[src/pkg/insulation_pkg.sv]
/*
 insulation fault monitor package: timing constants, encodings and the
 status struct that the core reports on status_r.
 assumes a single 100 MHz clock; the millisecond tick is converted to cycles here.
*/
// Operation
// - report the insulation pin level: low reads 0, high reads 1.
// - polarity setting either disables the function or treats low as fault.
// - debounce the input with separate low and high persistence times.
// - live fault follows the polarity-adjusted debounced input, unfiltered.
// - hold off fault assertion for a set delay in seconds after each wake.
// - filtered fault is 1 when live fault is on after the delay.
// - filtered fault flag is sent in the CAN status report.
// - filtered fault commits to nonvolatile store; stored flag persists over wakes.
// - toggling the clear setting erases the stored fault.
// - contactor inhibit source: live fault, filtered fault, or ignore.
// - after contactors close, later faults never open them.
// - start on wake high; on wake low store data, then shut down.
// - ignition request triggers the first contactor close attempt.
package insulation_pkg;
    localparam int unsigned CLK_HZ = 100_000_000;
    localparam int unsigned TICK_MS = 1;
    // cycles per millisecond tick
    localparam int unsigned TICK_CYCLES = CLK_HZ / 1000 * TICK_MS;
    localparam int unsigned MS_PER_S = 1000;
    localparam logic [15:0] FAULT_DELAY_S_DEF = 16'h0014;
    localparam int unsigned DBNC_W = 16;
    localparam int unsigned DELAY_W = 16;

    typedef enum logic [0:0] {
        POL_LOW_OFF = 1'b0,
        POL_LOW_ON = 1'b1
    } polarity_t;

    typedef enum logic [1:0] {
        INH_LIVE = 2'b00,
        INH_FILTERED = 2'b01,
        INH_IGNORE = 2'b10
    } inhibit_src_t;

    typedef enum logic [1:0] {
        PWR_ASLEEP = 2'b00,
        PWR_AWAKE = 2'b01,
        PWR_STORING = 2'b10,
        PWR_SHUTDOWN = 2'b11
    } power_state_t;

    typedef struct packed {
        logic pin_level;
        logic live_fault;
        logic filtered_fault;
        logic stored_fault;
    } fault_status_t;
endpackage

[src/rtl/insulation_fault_monitor.sv]
/*
 insulation fault monitor core: debounce, polarity, post-wake delay,
 nonvolatile fault store handshake, contactor close gating and wake
 power sequencing. assumes synchronous inputs and an outside store that
 acknowledges writes; the CAN framer samples can_fault_bit.
*/
`timescale 1ns/1ns
module insulation_fault_monitor
    import insulation_pkg::*;
#(
    parameter int unsigned DEBOUNCE_W = DBNC_W,
    parameter int unsigned TICK_DIV = TICK_CYCLES
) (
    // clock and reset
    input wire logic ref_clk,
    input wire logic nrst,
    // pins
    input wire logic insulation_pin,
    input wire logic wake_input_state,
    input wire logic ignition_request_state,
    // configuration
    input wire polarity_t insulation_polarity_select,
    input wire logic [DEBOUNCE_W-1:0] low_level_debounce_time,
    input wire logic [DEBOUNCE_W-1:0] high_level_debounce_time,
    input wire logic [DELAY_W-1:0] post_wake_fault_delay,
    input wire inhibit_src_t contactor_inhibit_source,
    input wire logic stored_fault_clear,
    // nonvolatile store
    input wire logic nv_stored_at_wake,
    input wire logic nv_ack,
    output logic nv_write_r,
    output logic nv_value_r,
    // contactors and power
    input wire logic contactors_closed,
    output logic contactor_close_req_r,
    output logic contactor_inhibit_r,
    output logic shutdown_done_r,
    output power_state_t power_state_r,
    // status
    output fault_status_t status_r,
    output logic can_fault_bit_r
);
    if (TICK_DIV < 2 || DEBOUNCE_W < 2 || DEBOUNCE_W > 32) begin : bad_param_g
        $error("insulation_fault_monitor: bad parameters");
    end

    // millisecond tick
    logic [31:0] div_r;
    logic tick_r;
    always_ff @(posedge ref_clk or negedge nrst) begin
        if (!nrst) begin
            div_r <= '0;
            tick_r <= 1'b0;
        end else begin
            tick_r <= div_r == 32'(TICK_DIV - 1);
            div_r <= (div_r == 32'(TICK_DIV - 1)) ? '0 : div_r + 32'h0000_0001;
        end
    end

    logic deb_level;
    level_debounce #(.W(DEBOUNCE_W)) u_deb (
        .ref_clk(ref_clk),
        .nrst(nrst),
        .tick(tick_r),
        .raw(insulation_pin),
        .low_time(low_level_debounce_time),
        .high_time(high_level_debounce_time),
        .level_r(deb_level)
    );

    // power sequencing
    power_state_t pwr_nxt;
    logic wake_d_r;
    wire wake_rise = wake_input_state && !wake_d_r;
    wire awake = power_state_r == PWR_AWAKE;
    logic pending_store_r;

    always_comb begin
        pwr_nxt = power_state_r;
        case (power_state_r)
            PWR_ASLEEP: if (wake_input_state) pwr_nxt = PWR_AWAKE;
            PWR_AWAKE: if (!wake_input_state) pwr_nxt = PWR_STORING;
            PWR_STORING: if (!pending_store_r && !nv_write_r)
                pwr_nxt = PWR_SHUTDOWN;
            PWR_SHUTDOWN: pwr_nxt = PWR_ASLEEP;
            default: pwr_nxt = PWR_ASLEEP;
        endcase
    end

    // post-wake delay in ticks (seconds times ms)
    logic [31:0] delay_ms_r;
    wire [31:0] delay_limit = 32'(post_wake_fault_delay) * 32'(MS_PER_S);
    wire delay_done = delay_ms_r >= delay_limit;
    always_ff @(posedge ref_clk or negedge nrst) begin
        if (!nrst) begin
            delay_ms_r <= '0;
            wake_d_r <= 1'b0;
        end else begin
            wake_d_r <= wake_input_state;
            if (wake_rise)
                delay_ms_r <= '0;
            else if (awake && tick_r && !delay_done)
                delay_ms_r <= delay_ms_r + 32'h0000_0001;
        end
    end

    // fault decode
    wire enabled = insulation_polarity_select == POL_LOW_ON;
    wire live_nxt = enabled && awake && !deb_level;
    wire filt_nxt = live_nxt && delay_done;

    // stored fault, clear on any toggle of the clear setting
    logic clear_d_r;
    logic clear_armed_r;
    logic stored_r;
    logic stored_load_r;
    // the first sample after reset only arms the detector, so a clear
    // setting that is already high is not taken for a toggle
    wire clear_toggle = clear_armed_r &&
        (stored_fault_clear != clear_d_r);
    wire filt_rise = filt_nxt && !status_r.filtered_fault;
    always_ff @(posedge ref_clk or negedge nrst) begin
        if (!nrst) begin
            clear_d_r <= 1'b0;
            clear_armed_r <= 1'b0;
            stored_r <= 1'b0;
            stored_load_r <= 1'b0;
            pending_store_r <= 1'b0;
        end else begin
            clear_d_r <= stored_fault_clear;
            clear_armed_r <= 1'b1;
            // persisting value is reloaded from the store at each wake;
            // a clear at the wake edge must not be undone by that reload
            stored_load_r <= wake_rise && !clear_toggle;
            if (filt_rise || (filt_nxt && clear_toggle)) begin
                // a present filtered fault, new or standing, beats a simultaneous clear
                stored_r <= 1'b1;
                pending_store_r <= 1'b1;
            end else if (clear_toggle) begin
                stored_r <= 1'b0;
                pending_store_r <= 1'b1;
            end else if (stored_load_r) begin
                stored_r <= nv_stored_at_wake;
            end else if (!nv_write_r) begin
                pending_store_r <= 1'b0;
            end
        end
    end

    // store write: hold request until ack
    always_ff @(posedge ref_clk or negedge nrst) begin
        if (!nrst) begin
            nv_write_r <= 1'b0;
            nv_value_r <= 1'b0;
        end else if (nv_write_r) begin
            if (nv_ack) nv_write_r <= 1'b0;
        end else if (pending_store_r) begin
            nv_write_r <= 1'b1;
            nv_value_r <= stored_r;
        end
    end

    // contactor gating: only a closing from open is gated, closed contactors are not
    wire inhibit_nxt = enabled && (
        (contactor_inhibit_source == INH_LIVE && live_nxt) ||
        (contactor_inhibit_source == INH_FILTERED && filt_nxt));
    wire close_nxt = awake && ignition_request_state &&
        (contactors_closed || !inhibit_nxt);

    always_ff @(posedge ref_clk or negedge nrst) begin
        if (!nrst) begin
            power_state_r <= PWR_ASLEEP;
            status_r <= '0;
            can_fault_bit_r <= 1'b0;
            contactor_inhibit_r <= 1'b0;
            contactor_close_req_r <= 1'b0;
            shutdown_done_r <= 1'b0;
        end else begin
            power_state_r <= pwr_nxt;
            status_r.pin_level <= insulation_pin;
            status_r.live_fault <= live_nxt;
            status_r.filtered_fault <= filt_nxt;
            status_r.stored_fault <= stored_r;
            can_fault_bit_r <= filt_nxt;
            contactor_inhibit_r <= inhibit_nxt && !contactors_closed;
            contactor_close_req_r <= close_nxt;
            shutdown_done_r <= power_state_r == PWR_SHUTDOWN;
        end
    end

    filt_needs_delay_a: assert property (@(posedge ref_clk) disable iff (!nrst)
        status_r.filtered_fault |-> $past(delay_done) && status_r.live_fault)
        else $error("filtered fault without live fault or expired delay");
    disabled_quiet_a: assert property (@(posedge ref_clk) disable iff (!nrst)
        $past(!enabled) |-> !status_r.live_fault && !contactor_inhibit_r)
        else $error("outputs active while function disabled");
    can_mirror_a: assert property (@(posedge ref_clk) disable iff (!nrst)
        can_fault_bit_r == status_r.filtered_fault)
        else $error("can bit differs from filtered fault");
    pin_report_a: assert property (@(posedge ref_clk) disable iff (!nrst)
        $past(nrst) |-> status_r.pin_level == $past(insulation_pin))
        else $error("pin level not reported");
    store_commit_a: assert property (@(posedge ref_clk) disable iff (!nrst)
        $rose(status_r.filtered_fault) |-> ##[1:3] nv_write_r && nv_value_r)
        else $error("filtered fault not committed");
    clear_erase_a: assert property (@(posedge ref_clk) disable iff (!nrst)
        (clear_toggle && !filt_nxt) |=> !stored_r ##[1:3] nv_write_r)
        else $error("clear toggle did not erase stored fault");
    timer_restart_a: assert property (@(posedge ref_clk) disable iff (!nrst)
        wake_rise |=> delay_ms_r == 32'h0000_0000)
        else $error("delay timer not restarted at wake");
    no_open_a: assert property (@(posedge ref_clk) disable iff (!nrst)
        (contactors_closed && awake && ignition_request_state)
        |=> contactor_close_req_r)
        else $error("closed contactors dropped by fault");
    ignore_mode_a: assert property (@(posedge ref_clk) disable iff (!nrst)
        contactor_inhibit_source == INH_IGNORE |=> !contactor_inhibit_r)
        else $error("inhibit asserted in ignore mode");
    shutdown_order_a: assert property (@(posedge ref_clk) disable iff (!nrst)
        shutdown_done_r |-> $past(!nv_write_r, 2))
        else $error("shutdown before store write finished");

    cov_fault_c: cover property (@(posedge ref_clk) disable iff (!nrst)
        $rose(status_r.filtered_fault));
    cov_clear_c: cover property (@(posedge ref_clk) disable iff (!nrst)
        $fell(status_r.stored_fault));
    cov_blocked_c: cover property (@(posedge ref_clk) disable iff (!nrst)
        ignition_request_state && awake && contactor_inhibit_r);
    cov_shutdown_c: cover property (@(posedge ref_clk) disable iff (!nrst)
        shutdown_done_r);
endmodule // insulation_fault_monitor

[src/rtl/level_debounce.sv]
/*
 level debouncer: accepts a new level only after it has persisted for the
 programmed number of ticks. tick is a one-cycle enable from a divider.
*/
`timescale 1ns/1ns
module level_debounce
    import insulation_pkg::*;
#(
    parameter int unsigned W = DBNC_W
) (
    // clock and reset
    input wire logic ref_clk,
    input wire logic nrst,
    // sample stream
    input wire logic tick,
    input wire logic raw,
    input wire logic [W-1:0] low_time,
    input wire logic [W-1:0] high_time,
    output logic level_r
);
    if (W < 2 || W > 32) begin : bad_width_g
        $error("level_debounce: W out of range");
    end

    logic [W-1:0] cnt_r;
    wire differs = raw != level_r;
    wire [W-1:0] limit = raw ? high_time : low_time;
    wire reached = differs && (cnt_r >= limit);

    always_ff @(posedge ref_clk or negedge nrst) begin
        if (!nrst) begin
            cnt_r <= '0;
            level_r <= 1'b0;
        end else if (!differs) begin
            cnt_r <= '0;
        end else if (reached) begin
            level_r <= raw;
            cnt_r <= '0;
        end else if (tick) begin
            cnt_r <= cnt_r + W'(1);
        end
    end

    stable_change_a: assert property (@(posedge ref_clk) disable iff (!nrst)
        $changed(level_r) |-> level_r == $past(raw))
        else $error("debounced level took a value the input did not have");
endmodule // level_debounce

[config.mk]
export PLATFORM = sky130hd
export DESIGN_NAME = insulation_fault_monitor
export DESIGN_NICKNAME = d
export VERILOG_FILES = /design/src/pkg/insulation_pkg.sv /design/src/rtl/insulation_fault_monitor.sv /design/src/rtl/level_debounce.sv
export SDC_FILE = /design/constraint.sdc
export NUM_CORES = 1
export LEC_CHECK = 0
export ABC_AREA = 1
export BUFFER_PORTS_ARGS = -buffer_cell sky130_fd_sc_hd__buf_4
export CAP_MARGIN = 20
export CORE_MARGIN = 2
export CORE_UTILIZATION = 50
export DETAILED_ROUTE_END_ITERATION = 12
export MAX_ROUTING_LAYER = met4
export PLACE_DENSITY = 0.72
export SYNTH_ARGS = -nofsm -noshare
export SYNTH_HDL_FRONTEND = slang
export SYNTH_SLANG_ARGS = --single-unit
[constraint.sdc]
create_clock -name ref_clk -period 1.8 [get_ports ref_clk]
set_input_delay 0.09 -clock ref_clk [delete_from_list [all_inputs] [get_ports ref_clk]]
set_output_delay 0.09 -clock ref_clk [all_outputs]
set_load 0.02 [all_outputs]
# After elaboration in Yosys (flattened, before gate mapping)
# Cells that the tools add are included.
# Widths: inputs -> output; s select.
[totals]
output_inout_bits = 12
regBits = 99
elab_cells = 100
input_bits = 60
[classes]
n_addsub = 3
n_lt_le_gt_ge = 2
reduce_logical = 38
n_eq_ne = 13
n_mul = 1
bitwise = 1
mux = 21
[ops]
columns = ["cell", "n"]
rows = [
  ["$mux 32", 3],
  ["$add 32x1->32 const B", 2],
  ["$mux 16", 4],
  ["$eq 32x17->1 const B", 1],
  ["$ge 32x26->1", 1],
  ["$mul 16x7->23 const B", 1],
  ["$logic_and 1x1->1", 18],
  ["$add 16x1->16 const B", 1],
  ["$ge 16x16->1", 1],
  ["$mux 1", 10],
  ["$logic_not 1->1", 9],
  ["$pmux 2 s4", 1],
  ["$mux 2", 3],
  ["$ne 2x2->1 const B", 3],
  ["$ne 3x1->1 const B", 2],
  ["$reduce_and 2->1", 3],
  ["$eq 2x1->1 const B", 2],
  ["$eq 2x2->1 const B", 2],
  ["$logic_not 2->1", 2],
  ["$logic_or 1x1->1", 3],
  ["$ne 3x3->1 const B", 1],
  ["$reduce_and 3->1", 1],
  ["$reduce_bool 3->1", 1],
  ["$ne 1x1->1", 2],
  ["other kinds (2)", 2],
]

# Logic depth before layout (Yosys ltp)
[logic_depth]
depth_word = 10
ltp_mapped = 30
depth_no_buf = 29

# Hierarchy
# A second synthesis with hierarchy kept.
[hier_totals]
cells_unflattened = 1239
hier_area_um2 = 9450.3
[modules_own_cells]
columns = ["mod", "cells_each", "area_per_inst_um2", "seq_area_each_um2", "instances"]
rows = [
  ["insulation_fault_monitor", 1062, 8018.9, 2052.0, 1],
  ["level_debounce", 177, 1431.4, 425.4, 1],
]

# Worst setup path after synthesis
# Ideal clock, no wire load.
[synth_timing]
kind = "input -> register"
start = "input post_wake_fault_delay[10]"
end = "register delay_ms_r[24]"
setup_ns = 0.115
setup_slack_ns = -2.912
t_required_ns = 1.685
path_stages = 27
n_path_buf = 1
arrival_ns = 4.596
cell_sequence = "inv_1 -> fa_1 -> fa_1 -> inv_1 -> fa_1 -> inv_1 -> fa_1 -> inv_1 -> ha_1 -> a21oi_1 -> o21ai_0 -> inv_1 -> nor2_1 -> nor2_1 -> nand3_1 -> xnor2_1 -> ha_1 -> nand2_1 -> nor2_2 -> nand4_1 -> nor3_1 -> nand2_2 -> nand3_4 -> nand2_8 -> buf_12 -> nand2_2 -> nand2_2"
[synth_via]
elab_chain_cells = 5
[synth_rtl]
columns = ["element", "line_no", "text"]
rows = [
  ["start: declaration", "insulation_fault_monitor.sv:25", "input wire logic [DELAY_W-1:0] post_wake_fault_delay,"],
  ["$mul 16x7->23", "insulation_fault_monitor.sv:92", "wire [31:0] delay_limit = 32'(post_wake_fault_delay) * 32'(MS_PER_S);"],
  ["$ge 32x26->1", "insulation_fault_monitor.sv:93", "wire delay_done = delay_ms_r >= delay_limit;"],
  ["$logic_not 1->1", "insulation_fault_monitor.sv:102", "else if (awake && tick_r && !delay_done)"],
  ["$logic_and 1x1->1", "insulation_fault_monitor.sv:102", ""],
  ["$reduce_bool 2->1 (no source line)", "--", ""],
  ["end signal: assignment", "insulation_fault_monitor.sv:103", "delay_ms_r <= delay_ms_r + 32'h0000_0001;"],
  ["end: declaration", "insulation_fault_monitor.sv:91", "logic [31:0] delay_ms_r;"],
]
# Every way passes these cells.
# A chain may end at the register's enable or synchronous reset.

# Final worst setup path
[layout_timing]
start = "input post_wake_fault_delay[7]"
end = "register delay_ms_r[24]"
# The elaborated chain is that of the path after synthesis.

==> results.md <==
* Initial antenna violation count at 0
* Post-DP HPWL at 19000 µm
* Via-to-Cell Ratio at 5.06
* Worst vdd ir at ~0.9 mV
* Row count at 51
* Unrepaired setup endpoints after global routing: true
* Status: complete, but fails checks
* Die height at approximately 140 µm
* Inserted Diodes at 0
* Yosys cell types at roughly 50
* Vias at 9050
* Worst Path Required at roughly 2.1 ns
* Avg Inst Size Synth at 7.70 µm²
* Kind of critical path: primary input to flop
* EDFF count, synth at 0
* Critical path peak fanout at 7
* DR DRC count at 0
* Total clock sinks at 99
* Post-Syn Nets at 1476
* F_max at 0.211 GHz
* Crit path time final at about 4.7 ns
* Main flop type after synthesis: dfrtp_1
* Most common cell after layout, fill and taps aside: buf_4
* Starting Density at 50.5%
* Failing checks: setup timing
* Ports at 72
* Crit path capture type: flop
* Commonest cells after routing, fill and taps aside: buf_4, nand2_1, inv_1
* Finish-stage setup viols at 32
* CP max stage delay at 0.59 ns
* Total negative slack at -92.38 ns
* Ys Warns at 0
* Synth Cell Area at slightly below 0.01 mm²
* Wire length of the first global-routing pass at 41200 µm
* GRT Util Overall at 25.5%
* WL final at 25000 µm
* Area delta synth->final at 35.8%
* Root Driver: clkbuf_16
* Syn Inst Count at 1263
* Pin count of the biggest net entering global routing at 55
* Die ar. at approximately 0.02 mm²
* Final ANT Viol Nets at 0
* Fin worst setup slack at -2.93 ns
* Area post-placement at 0.0120 mm²
* Clk slew on worst S/H paths at 0.07 ns
* Drt first-iter violations at 551
* Pwr/cell area at 1250 mW/mm²
* Total gr overflow at 0
* Seq cells post-synth at 99
* RD Place Congestion at 0.964
* Die X at ~140 µm
* Max Cap Violations at 0
* Leakage at 6.74 nW
* Crit path launch type: primary input
* Period utilization at 263%
* Total core area at 0.0193 mm²
* Post-synth ARST share at 100%
* Share of cells above drive strength 1 at roughly 30%
* CTS max path bufs at 2
* Vias in the first global route at 8880
* Max Slew Vio Count at 0
* CTS tree: built
* Clock Latency Late Sink at 0.36 ns
* Routed wire per std cell at 14.0 µm
* Fin area at 0.0132 mm²
* Total iterations of the first detailed-routing run at 5
* Final #Nets at 1731
* Final hold violation count at 0
* Worst Hold Class: primary input to flop
* Seq/Total Area, Yosys at 25.5%
* CP arrival at 4.99 ns
* H-Tree Depth at 3
* Port bufs at 71
* CTS buffer count at 9
* Clk_skew at 0.00724 ns
* Slowest-stage cell, CP: fa_2
registers in the layout (all words and copies together) (netlist names), 2 cells and up:
name and flops:
status_r 3, power_state_r 2, u_deb.cnt_r 16, delay_ms_r 32, div_r 32
layout make-up:
type / instances / area [µm²]
Multi-Input combinational cell: 943 / 7120
Fill cell: 1540 / 6060
Sequential cell: 99 / 2480
Timing Repair Buffer: 259 / 2180
Inverter: 206 / 803
Tap cell: 265 / 332
Clock buffer: 10 / 229
Clock inverter: 6 / 71.3
cells in the mapped netlist, drive strengths merged, types with 4 or more instances:
cell,instances,area [µm²]
nand3,83,443
nand4,31,194
nor3,34,211
buf,12,111
fa,54,1080
nor4,5,43.8
mux2i,15,150
nor3b,4,30.0
o21ai,25,125
inv,206,773
xnor2,21,184
a21oi,41,205
nand2,306,1270
dfrtp,99,2480
nor2,161,652
ha,99,1240
xor2,37,324
kinds of logic after synthesis:
logic type,Yosys count,share of synthesized area [%]
xor+xnor,58,5.22
buf+inv,221,9.31
flops,99,25.5
other cells,1,0.0385
compound gates,86,4.87
fa+ha+maj,153,23.8
mux,15,1.54
simple gates,630,29.7
through the flow:
step | util (%) | worst slack [ns] | std cells | total power, W | hold WS, ns
floorplan | - | -2.72 | 1263 | 0.00887 | -0.206
global placement | 62.3 | -3.21 | 1738 | 0.0119 | 0.0506
detailed placement | 62.3 | -3.37 | 1738 | 0.0121 | 0.0652
CTS | 65.8 | -2.78 | 1779 | 0.0147 | 0.00424
global route | 68.5 | -3.15 | 1788 | 0.0179 | 0.00428
finish | 68.5 | -2.93 | 1788 | 0.0165 | 0.00903
worst paths after layout:
path,start,endpoint,slack [ns],depth (start not counted)
min in group asynchronous,nrst,u_deb.cnt_r[0],0.22,2
max in group asynchronous,nrst,div_r[3],0.96,3
min reg2reg,stored_r,status_r[0],0.38,0
min,insulation_pin,status_r[3],0.009,1
max,post_wake_fault_delay[7],delay_ms_r[24],-2.93,29
max reg2reg,delay_ms_r[7],delay_ms_r[24],-0.21,13
per-layer routing:
layer  part of all wire, %  global-route usage [%]  wire length (µm)
met5                     0                       -                 0
met4                   1.9                    5.31               464
met3                   4.5                    3.97              1120
met2                    48                    41.4             12100
met1                    45                    34.1             11300
worst max-delay path, delay by kind of cell:
kind / cells / cell delay (ns)
xor gates and xnor gates: 1 / 0.20
AOI/OAI and AO/OA: 2 / 0.18
adders and majority gates: 6 / 2.52
buffers and inverters: 9 / 1.10
and+or+nand+nor: 11 / 0.87
power by group:
group / switching [W] / total, W / leakage [nW] / internal (W)
Sequential: 0.000137 / 0.00253 / 1.33 / 0.00239
Combinational: 0.00635 / 0.0119 / 5.28 / 0.00558
Clock: 0.000904 / 0.00200 / 0.140 / 0.00109
Total: 0.00739 / 0.0165 / 6.74 / 0.00907
what timing repair did:
action                                 CTS  global route
gates resized for setup                 39            98
endpoints found under the hold margin   33             0
pin swaps                               10            64
cloned                                   3             2
hold buffers                             9             0
setup endpoints to repair               32            49
buffers inserted                        14             9
Power figures use the tool's default switching activity.
